===== src/verilog/uxf_pkg.sv =====
// shared constants of the uart extra-features block
package uxf_pkg;
  // register byte offsets on the avalon slave
  localparam logic [3:0] OFS_XFC = 4'h0;
  localparam logic [3:0] OFS_PAUSE2 = 4'h4;
  localparam logic [3:0] OFS_AUX = 4'h8;
  localparam logic [3:0] OFS_STAT = 4'hC;
  // extra_features_control fields
  localparam int XFC_IRDA_FAST = 7;
  localparam int XFC_DIR_INV = 5;
  localparam int XFC_DIR_TX = 4;
  localparam int XFC_TX_OFF = 2;
  localparam int XFC_RX_OFF = 1;
  localparam int XFC_MULTIDROP = 0;
  localparam logic [7:0] XFC_WMASK = 8'hB7;
  localparam logic [7:0] XFC_RST = 8'h00;
  // auxiliary control fields
  localparam int AUX_SPECIAL = 0;
  localparam int AUX_MCR_RTS = 1;
  localparam int AUX_HW_FLOW = 2;
  localparam int AUX_LS_IE = 3;
  localparam int AUX_IRDA_EN = 4;
  localparam logic [7:0] AUX_WMASK = 8'h1F;
  localparam logic [7:0] AUX_RST = 8'h00;
  localparam logic [7:0] PAUSE2_RST = 8'h00;
  // status fields
  localparam int STAT_DIR = 0;
  localparam int STAT_RTS = 1;
  localparam int STAT_RX_ON = 2;
  localparam int STAT_RXD = 3;
  // sir pulse length in 16x ticks, and the line idle level
  localparam logic [3:0] SIR_TICKS_STD = 4'h3;
  localparam logic [3:0] SIR_TICKS_FAST = 4'h4;
  localparam logic [2:0] SYNC_RST = 3'h7;
endpackage : uxf_pkg


===== src/verilog/uxf_link_if.sv =====
// signals between the top and its multidrop filter and sir encoder
`timescale 1ns/100ps
interface uxf_link_if;
  logic ch_valid;
  logic [7:0] ch_data;
  logic ch_parity;
  logic ch_pe;
  logic multidrop;
  logic special;
  logic ls_ie;
  logic rx_on;
  logic [7:0] station;
  logic push;
  logic push_pe;
  logic [7:0] push_data;
  logic ls_req;
  logic auto_on;
  logic auto_off;
  logic sir_en;
  logic sir_fast;
  logic sir_tick;
  logic sir_txd;
  logic sir_pulse;
  modport ctl (output ch_valid, ch_data, ch_parity, ch_pe, multidrop, special, ls_ie, rx_on, station,
    sir_en, sir_fast, sir_tick, sir_txd,
    input push, push_pe, push_data, ls_req, auto_on, auto_off, sir_pulse);
  modport filt (input ch_valid, ch_data, ch_parity, ch_pe, multidrop, special, ls_ie, rx_on, station,
    output push, push_pe, push_data, ls_req, auto_on, auto_off);
  modport enc (input sir_en, sir_fast, sir_tick, sir_txd, output sir_pulse);
endinterface : uxf_link_if


===== src/verilog/uxf_top.sv =====
// uart extra features: sir ratio, rs-485 direction, tx/rx disable, multidrop receive
`timescale 1ns/100ps
// How it works
// - extra bit 7 picks sir pulse of 3/16 or 1/4 of a bit.
// - polarity bit 5 low: direction pin low sending, high receiving; high inverts.
// - with bit 4 set the transmitter owns the pin over modem bit and flow control.
// - pin goes low on a fifo write, high after the last bit leaves.
// - inverted: pin high while data waits, low after the last bit leaves.
// - transmit off idles the line after the current character; fifo keeps filling.
// - receive off stops reception at once, except in multidrop, and flushes the shifter into the fifo.
// - bit 0 low is plain uart, high is 9-bit multidrop.
// - in multidrop a parity of one marks an address character.
// - receiver off: data dropped; address flagged, pushed and reported.
// - a later address while on is flagged again; reception continues.
// - auto detect compares addresses with the pause-two value; drops the rest.
// - a matching address turns the receiver on, is pushed and reported.
// - later foreign address turns the receiver off; matches keep parity flag.
module uxf_top (
  // clock, reset, enable
  input wire logic ref_clk,
  input wire logic sys_rst,
  input wire logic clk_en,
  // avalon-mm slave
  input wire logic [3:0] avs_address,
  input wire logic avs_read,
  input wire logic avs_write,
  input wire logic [31:0] avs_writedata,
  input wire logic [3:0] avs_byteenable,
  output logic [31:0] avs_readdata,
  output logic avs_waitrequest,
  // transmit side of the uart core
  input wire logic core_txd,
  input wire logic baud16_tick,
  input wire logic tx_fifo_push,
  input wire logic tx_fifo_empty,
  input wire logic tx_shift_empty,
  input wire logic flow_rts_n,
  output logic tx_hold,
  // receive side of the uart core
  input wire logic char_valid,
  input wire logic [7:0] char_data,
  input wire logic char_parity,
  input wire logic char_pe,
  output logic rxd_core,
  output logic rx_enable,
  output logic rx_flush,
  output logic rx_push,
  output logic [7:0] rx_push_data,
  output logic rx_push_pe,
  output logic line_status_irq,
  // pins
  input wire logic rxd_pin,
  output logic txd_pin,
  output logic rts_n_pin
);
  typedef struct packed {
    logic [7:0] xfc;
    logic [7:0] pause2;
    logic [7:0] aux;
    logic wait_req;
    logic [31:0] rdata;
    logic [2:0] rx_sync;
    logic rxd;
    logic dir;
    logic rts_n;
    logic txd;
    logic tx_hold;
    logic rx_en;
    logic rx_flush;
  } uxf_top_s;
  uxf_top_s q;
  uxf_top_s d;
  logic gated_txd;

  uxf_link_if lk ();

  uxf_mdrop u_mdrop (
    .ref_clk(ref_clk),
    .sys_rst(sys_rst),
    .clk_en(clk_en),
    .lk(lk.filt)
  );

  uxf_sir_enc u_sir (
    .ref_clk(ref_clk),
    .sys_rst(sys_rst),
    .clk_en(clk_en),
    .lk(lk.enc)
  );

  function automatic logic at_ofs(input logic [3:0] addr, input logic [3:0] ofs);
    at_ofs = addr == ofs;
  endfunction : at_ofs

  function automatic logic [31:0] reg_read(input uxf_top_s s, input logic [3:0] addr);
    logic [7:0] stat;
    stat = 8'h00;
    stat[uxf_pkg::STAT_DIR] = s.dir;
    stat[uxf_pkg::STAT_RTS] = s.rts_n;
    stat[uxf_pkg::STAT_RX_ON] = !s.xfc[uxf_pkg::XFC_RX_OFF];
    stat[uxf_pkg::STAT_RXD] = s.rxd;
    if (at_ofs(addr, uxf_pkg::OFS_XFC))
      reg_read = {24'h000000, s.xfc};
    else if (at_ofs(addr, uxf_pkg::OFS_PAUSE2))
      reg_read = {24'h000000, s.pause2};
    else if (at_ofs(addr, uxf_pkg::OFS_AUX))
      reg_read = {24'h000000, s.aux};
    else if (at_ofs(addr, uxf_pkg::OFS_STAT))
      reg_read = {24'h000000, stat};
    else
      reg_read = 32'h00000000;
  endfunction : reg_read

  // the transmitter may only stop between characters
  assign gated_txd = (q.xfc[uxf_pkg::XFC_TX_OFF] && tx_shift_empty) ? 1'b1 : core_txd;

  // link feeds
  assign lk.ch_valid = char_valid;
  assign lk.ch_data = char_data;
  assign lk.ch_parity = char_parity;
  assign lk.ch_pe = char_pe;
  assign lk.multidrop = q.xfc[uxf_pkg::XFC_MULTIDROP];
  assign lk.special = q.aux[uxf_pkg::AUX_SPECIAL];
  assign lk.ls_ie = q.aux[uxf_pkg::AUX_LS_IE];
  assign lk.rx_on = !q.xfc[uxf_pkg::XFC_RX_OFF];
  assign lk.station = q.pause2;
  assign lk.sir_en = q.aux[uxf_pkg::AUX_IRDA_EN];
  assign lk.sir_fast = q.xfc[uxf_pkg::XFC_IRDA_FAST];
  assign lk.sir_tick = baud16_tick;
  assign lk.sir_txd = gated_txd;

  always_comb
  begin
    d = q;
    // bus: one wait cycle, answer in the next, write lands when waitrequest is seen low
    d.wait_req = 1'b1;
    if ((avs_read || avs_write) && q.wait_req)
    begin
      d.wait_req = 1'b0;
      d.rdata = avs_read ? reg_read(q, avs_address) : 32'h00000000;
    end
    if (avs_write && !q.wait_req && avs_byteenable[0])
    begin
      if (at_ofs(avs_address, uxf_pkg::OFS_XFC))
        d.xfc = avs_writedata[7:0] & uxf_pkg::XFC_WMASK;
      else if (at_ofs(avs_address, uxf_pkg::OFS_PAUSE2))
        d.pause2 = avs_writedata[7:0];
      else if (at_ofs(avs_address, uxf_pkg::OFS_AUX))
        d.aux = avs_writedata[7:0] & uxf_pkg::AUX_WMASK;
    end
    // address hardware overrides a software write in the same cycle
    if (lk.auto_on)
      d.xfc[uxf_pkg::XFC_RX_OFF] = 1'b0;
    if (lk.auto_off)
      d.xfc[uxf_pkg::XFC_RX_OFF] = 1'b1;
    // receive disable: stop now, push any partial shifter content once
    d.rx_flush = d.xfc[uxf_pkg::XFC_RX_OFF] && !q.xfc[uxf_pkg::XFC_RX_OFF];
    // multidrop keeps the core framing so addresses are still seen
    d.rx_en = !d.xfc[uxf_pkg::XFC_RX_OFF] || d.xfc[uxf_pkg::XFC_MULTIDROP];
    d.tx_hold = d.xfc[uxf_pkg::XFC_TX_OFF];
    // rx pin: three stages, accept a level once stages two and three agree
    d.rx_sync = {q.rx_sync[1:0], rxd_pin};
    if (q.rx_sync[2] == q.rx_sync[1])
      d.rxd = q.rx_sync[2];
    // direction activity: a new write wins over the empty indication
    if (tx_fifo_push)
      d.dir = 1'b1;
    else if (tx_fifo_empty && tx_shift_empty)
      d.dir = 1'b0;
    if (q.xfc[uxf_pkg::XFC_DIR_TX])
      d.rts_n = !q.dir ^ q.xfc[uxf_pkg::XFC_DIR_INV];
    else if (q.aux[uxf_pkg::AUX_HW_FLOW])
      d.rts_n = flow_rts_n;
    else
      d.rts_n = !q.aux[uxf_pkg::AUX_MCR_RTS];
    d.txd = q.aux[uxf_pkg::AUX_IRDA_EN] ? lk.sir_pulse : gated_txd;
  end

  always_ff @(posedge ref_clk)
  begin
    if (sys_rst)
      q <= '{xfc: uxf_pkg::XFC_RST,
             pause2: uxf_pkg::PAUSE2_RST,
             aux: uxf_pkg::AUX_RST,
             wait_req: 1'b1,
             rdata: 32'h00000000,
             rx_sync: uxf_pkg::SYNC_RST,
             rxd: 1'b1,
             dir: 1'b0,
             rts_n: 1'b1,
             txd: 1'b1,
             tx_hold: 1'b0,
             rx_en: 1'b1,
             rx_flush: 1'b0};
    else if (clk_en)
      q <= d;
  end

  // outputs
  assign avs_readdata = q.rdata;
  assign avs_waitrequest = q.wait_req;
  assign txd_pin = q.txd;
  assign rts_n_pin = q.rts_n;
  assign rxd_core = q.rxd;
  assign tx_hold = q.tx_hold;
  assign rx_enable = q.rx_en;
  assign rx_flush = q.rx_flush;
  assign rx_push = lk.push;
  assign rx_push_data = lk.push_data;
  assign rx_push_pe = lk.push_pe;
  assign line_status_irq = lk.ls_req;
endmodule : uxf_top


===== src/verilog/uxf_mdrop.sv =====
// receive filter for 9-bit multidrop and auto address detection
`timescale 1ns/100ps
module uxf_mdrop (
  // clock and reset
  input wire logic ref_clk,
  input wire logic sys_rst,
  input wire logic clk_en,
  // link to the top
  uxf_link_if.filt lk
);
  typedef struct packed {
    logic push;
    logic push_pe;
    logic [7:0] push_data;
    logic ls_req;
    logic auto_on;
    logic auto_off;
  } uxf_mdrop_s;
  uxf_mdrop_s q;
  uxf_mdrop_s d;

  always_comb
  begin
    logic is_addr;
    logic hit;
    is_addr = lk.multidrop && lk.ch_parity;
    hit = lk.ch_data == lk.station;
    d = q;
    d.push = 1'b0;
    d.ls_req = 1'b0;
    d.auto_on = 1'b0;
    d.auto_off = 1'b0;
    if (lk.ch_valid)
    begin
      d.push_data = lk.ch_data;
      if (!lk.multidrop)
      begin
        d.push = lk.rx_on;
        d.push_pe = lk.ch_pe;
        d.ls_req = lk.rx_on && lk.ch_pe && lk.ls_ie;
      end
      else if (!is_addr)
      begin
        // data characters only pass while the receiver is on
        d.push = lk.rx_on;
        d.push_pe = 1'b0;
      end
      else if (!lk.special)
      begin
        d.push = 1'b1;
        d.push_pe = 1'b1;
        d.ls_req = lk.ls_ie;
      end
      else if (hit)
      begin
        d.push = 1'b1;
        d.push_pe = lk.ch_parity;
        d.ls_req = lk.ls_ie;
        d.auto_on = !lk.rx_on;
      end
      else
        d.auto_off = lk.rx_on;
    end
  end

  always_ff @(posedge ref_clk)
  begin
    if (sys_rst)
      q <= '0;
    else if (clk_en)
      q <= d;
  end

  assign lk.push = q.push;
  assign lk.push_pe = q.push_pe;
  assign lk.push_data = q.push_data;
  assign lk.ls_req = q.ls_req;
  assign lk.auto_on = q.auto_on;
  assign lk.auto_off = q.auto_off;
endmodule : uxf_mdrop


===== src/verilog/uxf_sir_enc.sv =====
// infrared sir pulse encoder driven by the 16x baud tick
`timescale 1ns/100ps
module uxf_sir_enc (
  // clock and reset
  input wire logic ref_clk,
  input wire logic sys_rst,
  input wire logic clk_en,
  // link to the top
  uxf_link_if.enc lk
);
  typedef struct packed {
    logic [3:0] cnt;
    logic last;
    logic pulse;
  } uxf_sir_s;
  uxf_sir_s q;
  uxf_sir_s d;
  logic [3:0] width;

  assign width = lk.sir_fast ? uxf_pkg::SIR_TICKS_FAST : uxf_pkg::SIR_TICKS_STD;

  always_comb
  begin
    d = q;
    // a level change restarts the bit; a 4-bit count wraps every 16 ticks for runs of zeros
    if (lk.sir_txd != q.last)
    begin
      d.cnt = 4'h0;
      d.last = lk.sir_txd;
    end
    else if (lk.sir_tick)
      d.cnt = q.cnt + 4'h1;
    d.pulse = lk.sir_en && !lk.sir_txd && d.cnt < width;
  end

  always_ff @(posedge ref_clk)
  begin
    if (sys_rst)
      q <= '{cnt: 4'h0, last: 1'b1, pulse: 1'b0};
    else if (clk_en)
      q <= d;
  end

  assign lk.sir_pulse = q.pulse;
endmodule : uxf_sir_enc


===== config.mk =====
export PLATFORM = sky130hd
export DESIGN_NAME = uxf_top
export DESIGN_NICKNAME = d
export VERILOG_FILES = /design/src/verilog/uxf_pkg.sv /design/src/verilog/uxf_link_if.sv /design/src/verilog/uxf_top.sv /design/src/verilog/uxf_mdrop.sv /design/src/verilog/uxf_sir_enc.sv
export SDC_FILE = /design/constraint.sdc
export NUM_CORES = 1
export LEC_CHECK = 0
export CORE_MARGIN = 1.5
export CORE_UTILIZATION = 55
export CTS_CLUSTER_DIAMETER = 80
export DETAILED_ROUTE_END_ITERATION = 7
export DONT_BUFFER_PORTS = 1
export GPL_TIMING_DRIVEN = 0
export PLACE_DENSITY = 0.72
export SYNTH_ARGS = -nofsm -noshare
export SYNTH_HDL_FRONTEND = slang
export SYNTH_SLANG_ARGS = --single-unit

===== constraint.sdc =====
create_clock -name ref_clk -period 2.1 [get_ports ref_clk]
set_input_delay 0.63 -clock ref_clk [delete_from_list [all_inputs] [get_ports ref_clk]]
set_output_delay 0.63 -clock ref_clk [all_outputs]
set_load 0.005 [all_outputs]

==> summary.md <==
| Metric | Value |
|---|---|
| Pwr per Cell Area | `682 mW/mm²` |
| Hold Vio Cnt, Final | `0` |
| HP Start | `avs_writedata[5]` |
| Hold Crit Class | `input port to flip-flop` |
| Hold Path Depth | `2` |
| ANT cells | `0` |
| Antenna violations before repair | `0` |
| Num CTS Buffers | `5` |
| Worst Setup Start Kind | `input port` |
| Largest family of logic cells by synthesized area | `compound AO/OA/AOI/OAI gates` |
| Clock latency on the worst-skew pair | `310 ps` |
| Register-to-register setup slack | `between 150 and 200 ps` |
| Count of state elements after synthesis | `56` |
| Clock sinks | `56` |
| Outcome | `finished clean` |
| Compound-Gate Fraction of Synth Area | `20.4%` |
| WHS Endpoint | `lk.station[5]` |
| Deepest clock path buffer count | `2` |
| Hpwl dp | `approximately 5 mm` |
| Remaining Overflow, GRT | `0` |
| Vert. Die Dim | `between 70 and 80 µm` |
| Worst setup EP type | `flip-flop` |
| Largest net degree at the start of global routing | `19` |
| GR Util All Layers | `25.6%` |
| CTS clk-pin slew, worst paths | `about 100 ps` |
| Post-synthesis adder-cell area fraction | `under 10%` |
| Setup_tns | `0 ps` |
| Pre-CTS WS | `-200 ps` |
| Rows | `25` |
| Period minus WS final | `1980 ps` |
| Worst clock skew | `approximately 8.3 ps` |
| Fmax | `504 MHz` |
| Ratio of cells with drive above 1 in the final layout | `12.7%` |
| Post-synthesis sequential area ratio | `about two fifths` |
| Avg Cell Area, Syn | `8.19 µm²` |
| WP data arrival | `2180 ps` |
| RR Endpoint | `lk.special` |
| R2R cell count | `5` |
| Final setup fails | `0` |
| IO Port Bufs | `0` |
| Worst Path Required | `2300 ps` |
| Mux cell area share after synthesis | `3.93%` |
| Area growth syn-to-layout | `11.1%` |
| Chip width | `74.8 µm` |
| Drt initial violations | `165` |
| Yosys cell types | `51` |
| Worst vdd ir | `about 0.5 mV` |
| Number of H-tree levels | `2` |
| Critical path type | `input port to flip-flop` |
| Worst r2r src | `avs_waitrequest` |
| Yosys warning count | `0` |
| Placer's final routability congestion estimate | `0.895` |
| Simple-gate share of the synthesized area | `17.8%` |
| Critical path peak fanout | `9` |
| Util after Layout | `64.9%` |
| Asr flop ratio synth | `0%` |
| DR vias | `between 2000 and 2500` |
| CP max stage delay | `550 ps` |
| Nets | `roughly 440` |
| Top FF cell, synth | `dfxtp_1` |
| CTS tree | `built` |
| RSZ-0062 raised after global routing | `false` |
| # DRC | `0` |
| Max-slew violation count | `0` |
| Critical path cell sequence | `buf_2 > nand4b_1 > or4_1 > clkbuf_1 > mux2i_1 > nor2_1` |
| EDFF count, synth | `0` |
| I/O pin count | `113` |
| Core area | `between 0.004 and 0.005 mm²` |
| Post-DRT Antenna Nets | `0` |
| Wire per inst | `between 15 and 20 µm` |
| Final WS setup | `about 120 ps` |
| Max-Cap Viols | `0` |
| Vias in the first global route | `roughly 2300` |
| Root Driver | `clkbuf_8` |
| Vias per std cell | `5.60` |
| # Post-CTS Setup Buffers | `0` |
| Xor and xnor fraction of the mapped netlist area | `under 10%` |
| Die ar. | `0.00559 mm²` |
| Worst path slowest cell | `or4_1` |
| Gate Count Post-Synth | `roughly 350` |
| Worst-Margin Slew | `676 ps` |
| First-pass GRT wire length | `approximately 11 mm` |
| First-pass iteration count of the detailed router | `7` |
| Initial Util | `58.4%` |
| Post-Syn Area | `0.00283 mm²` |
| Relative slew margins | `54.7%` |
| DRT Wirelength | `between 6 and 7 mm` |
| Fin crit share | `94.4%` |
| P_leak | `~0.0013 µW` |
==> power by group <==
group / internal (µW) / switching [µW]
clock: 480 / 364
combinational: 83.0 / 114
sequential: 1090 / 20.3
total: 1650 / 498
==> synth_stat cells (all sizes together), types with 2 or more instances <==
cell / number / area [µm²]
dfxtp: 56 / 1120
a32oi: 4 / 35.0
nand4: 3 / 18.8
ha: 3 / 37.5
nor2: 25 / 96.4
xor2: 13 / 114
and2: 2 / 12.5
nand2: 50 / 188
o22a: 3 / 26.3
a21boi: 2 / 15.0
buf: 36 / 260
a22oi: 3 / 22.5
nor3: 2 / 10.0
o21ai: 21 / 105
or4: 4 / 33.8
nand3: 6 / 30.0
nor4: 5 / 31.3
a222oi: 2 / 20.0
inv: 10 / 37.5
a31oi: 3 / 18.8
o32ai: 2 / 17.5
nand3b: 2 / 15.0
clkbuf: 14 / 52.6
mux2i: 10 / 100
o211ai: 5 / 37.5
nor2b: 3 / 18.8
o21a: 2 / 15.0
a21oi: 35 / 179
nand2b: 3 / 18.8
==> repair_timing <==
action                     CTS  global route
setup endpoints to repair    0             1
hold endpoints to repair     0             0
hold buffers                 0             0
resized for setup            0             1
==> sequential cells by signal, indices dropped and copies added, names as in the netlist, 2 cells and up <==
signal                cells
lk.station                8
d                         2
u_mdrop.lk.push_data      8
avs_readdata              8
u_sir.q                   5
q                         8
==> kinds of logic (layout without fill, tap and decap cells) <==
kind of cell / after synthesis / count (layout)
simple gates: 109 / 109
compound gates: 91 / 91
buf+inv: 61 / 69
flops: 56 / 56
xor+xnor: 14 / 14
mux: 11 / 11
fa+ha+maj: 3 / 3
other cells: 1 / 24
==> layer usage <==
metal  wire length, µm  share of wire, %  vias up  global-route usage, %
met5                 0                 0        -                      0
met4               172               2.5        0                   10.3
met3               706                10       18                   8.30
met2              2970                43      130                   40.0
met1              2980                44     1123                   32.9
li1                  -                 -     1216                      -
==> final cells by class <==
class,count,area [µm²]
inverters,11,41.3
plain buffers,50,313
fillers,454,1700
multi-input cells,252,1450
clock inverters,3,68.8
well taps,67,83.8
flip-flops and latches,56,1120
clock buffers,5,68.8
==> worst max-delay path, delay by kind of cell <==
family	cells	cell delay [ps]
buf+inv	2	420
mux	1	210
simple gates	3	910
==> worst max path at each step <==
stage / cells after the start / from / to / slack, ps
4_1_cts: 6 / clk_en / q[44] / 130
2_1_floorplan: 5 / avs_address[2] / q[60] / 9
6_report: 6 / clk_en / lk.special / 120
3_3_place_gp: 6 / clk_en / lk.ls_ie / -200
5_1_grt: 6 / clk_en / q[44] / 20
3_5_place_dp: 6 / clk_en / q[44] / -200
==> through the flow <==
stage	instances	power, µW	cell area (µm²)	hold WS [ps]
after global placement	436	1320	3000	443
after floorplan	369	1280	2920	430
final	444	2150	3150	436
after CTS	444	2150	3140	431
after detailed placement	436	1320	3000	448
after global routing	444	2210	3150	435
==> layout by cell type, fill, tap and decap left out, types with 4 or more instances in the layout <==
cell type / count
dfxtp_1: 56
nand2_1: 50
a21oi_1: 34
buf_4: 33
nor2_1: 24
conb_1: 24
o21ai_0: 21
clkbuf_1: 14
xor2_1: 13
inv_1: 10
mux2i_1: 10
nand3_1: 6
nor4_1: 5
o211ai_1: 5
clkbuf_8: 5
a32oi_1: 4
Power figures use the tool's default switching activity.
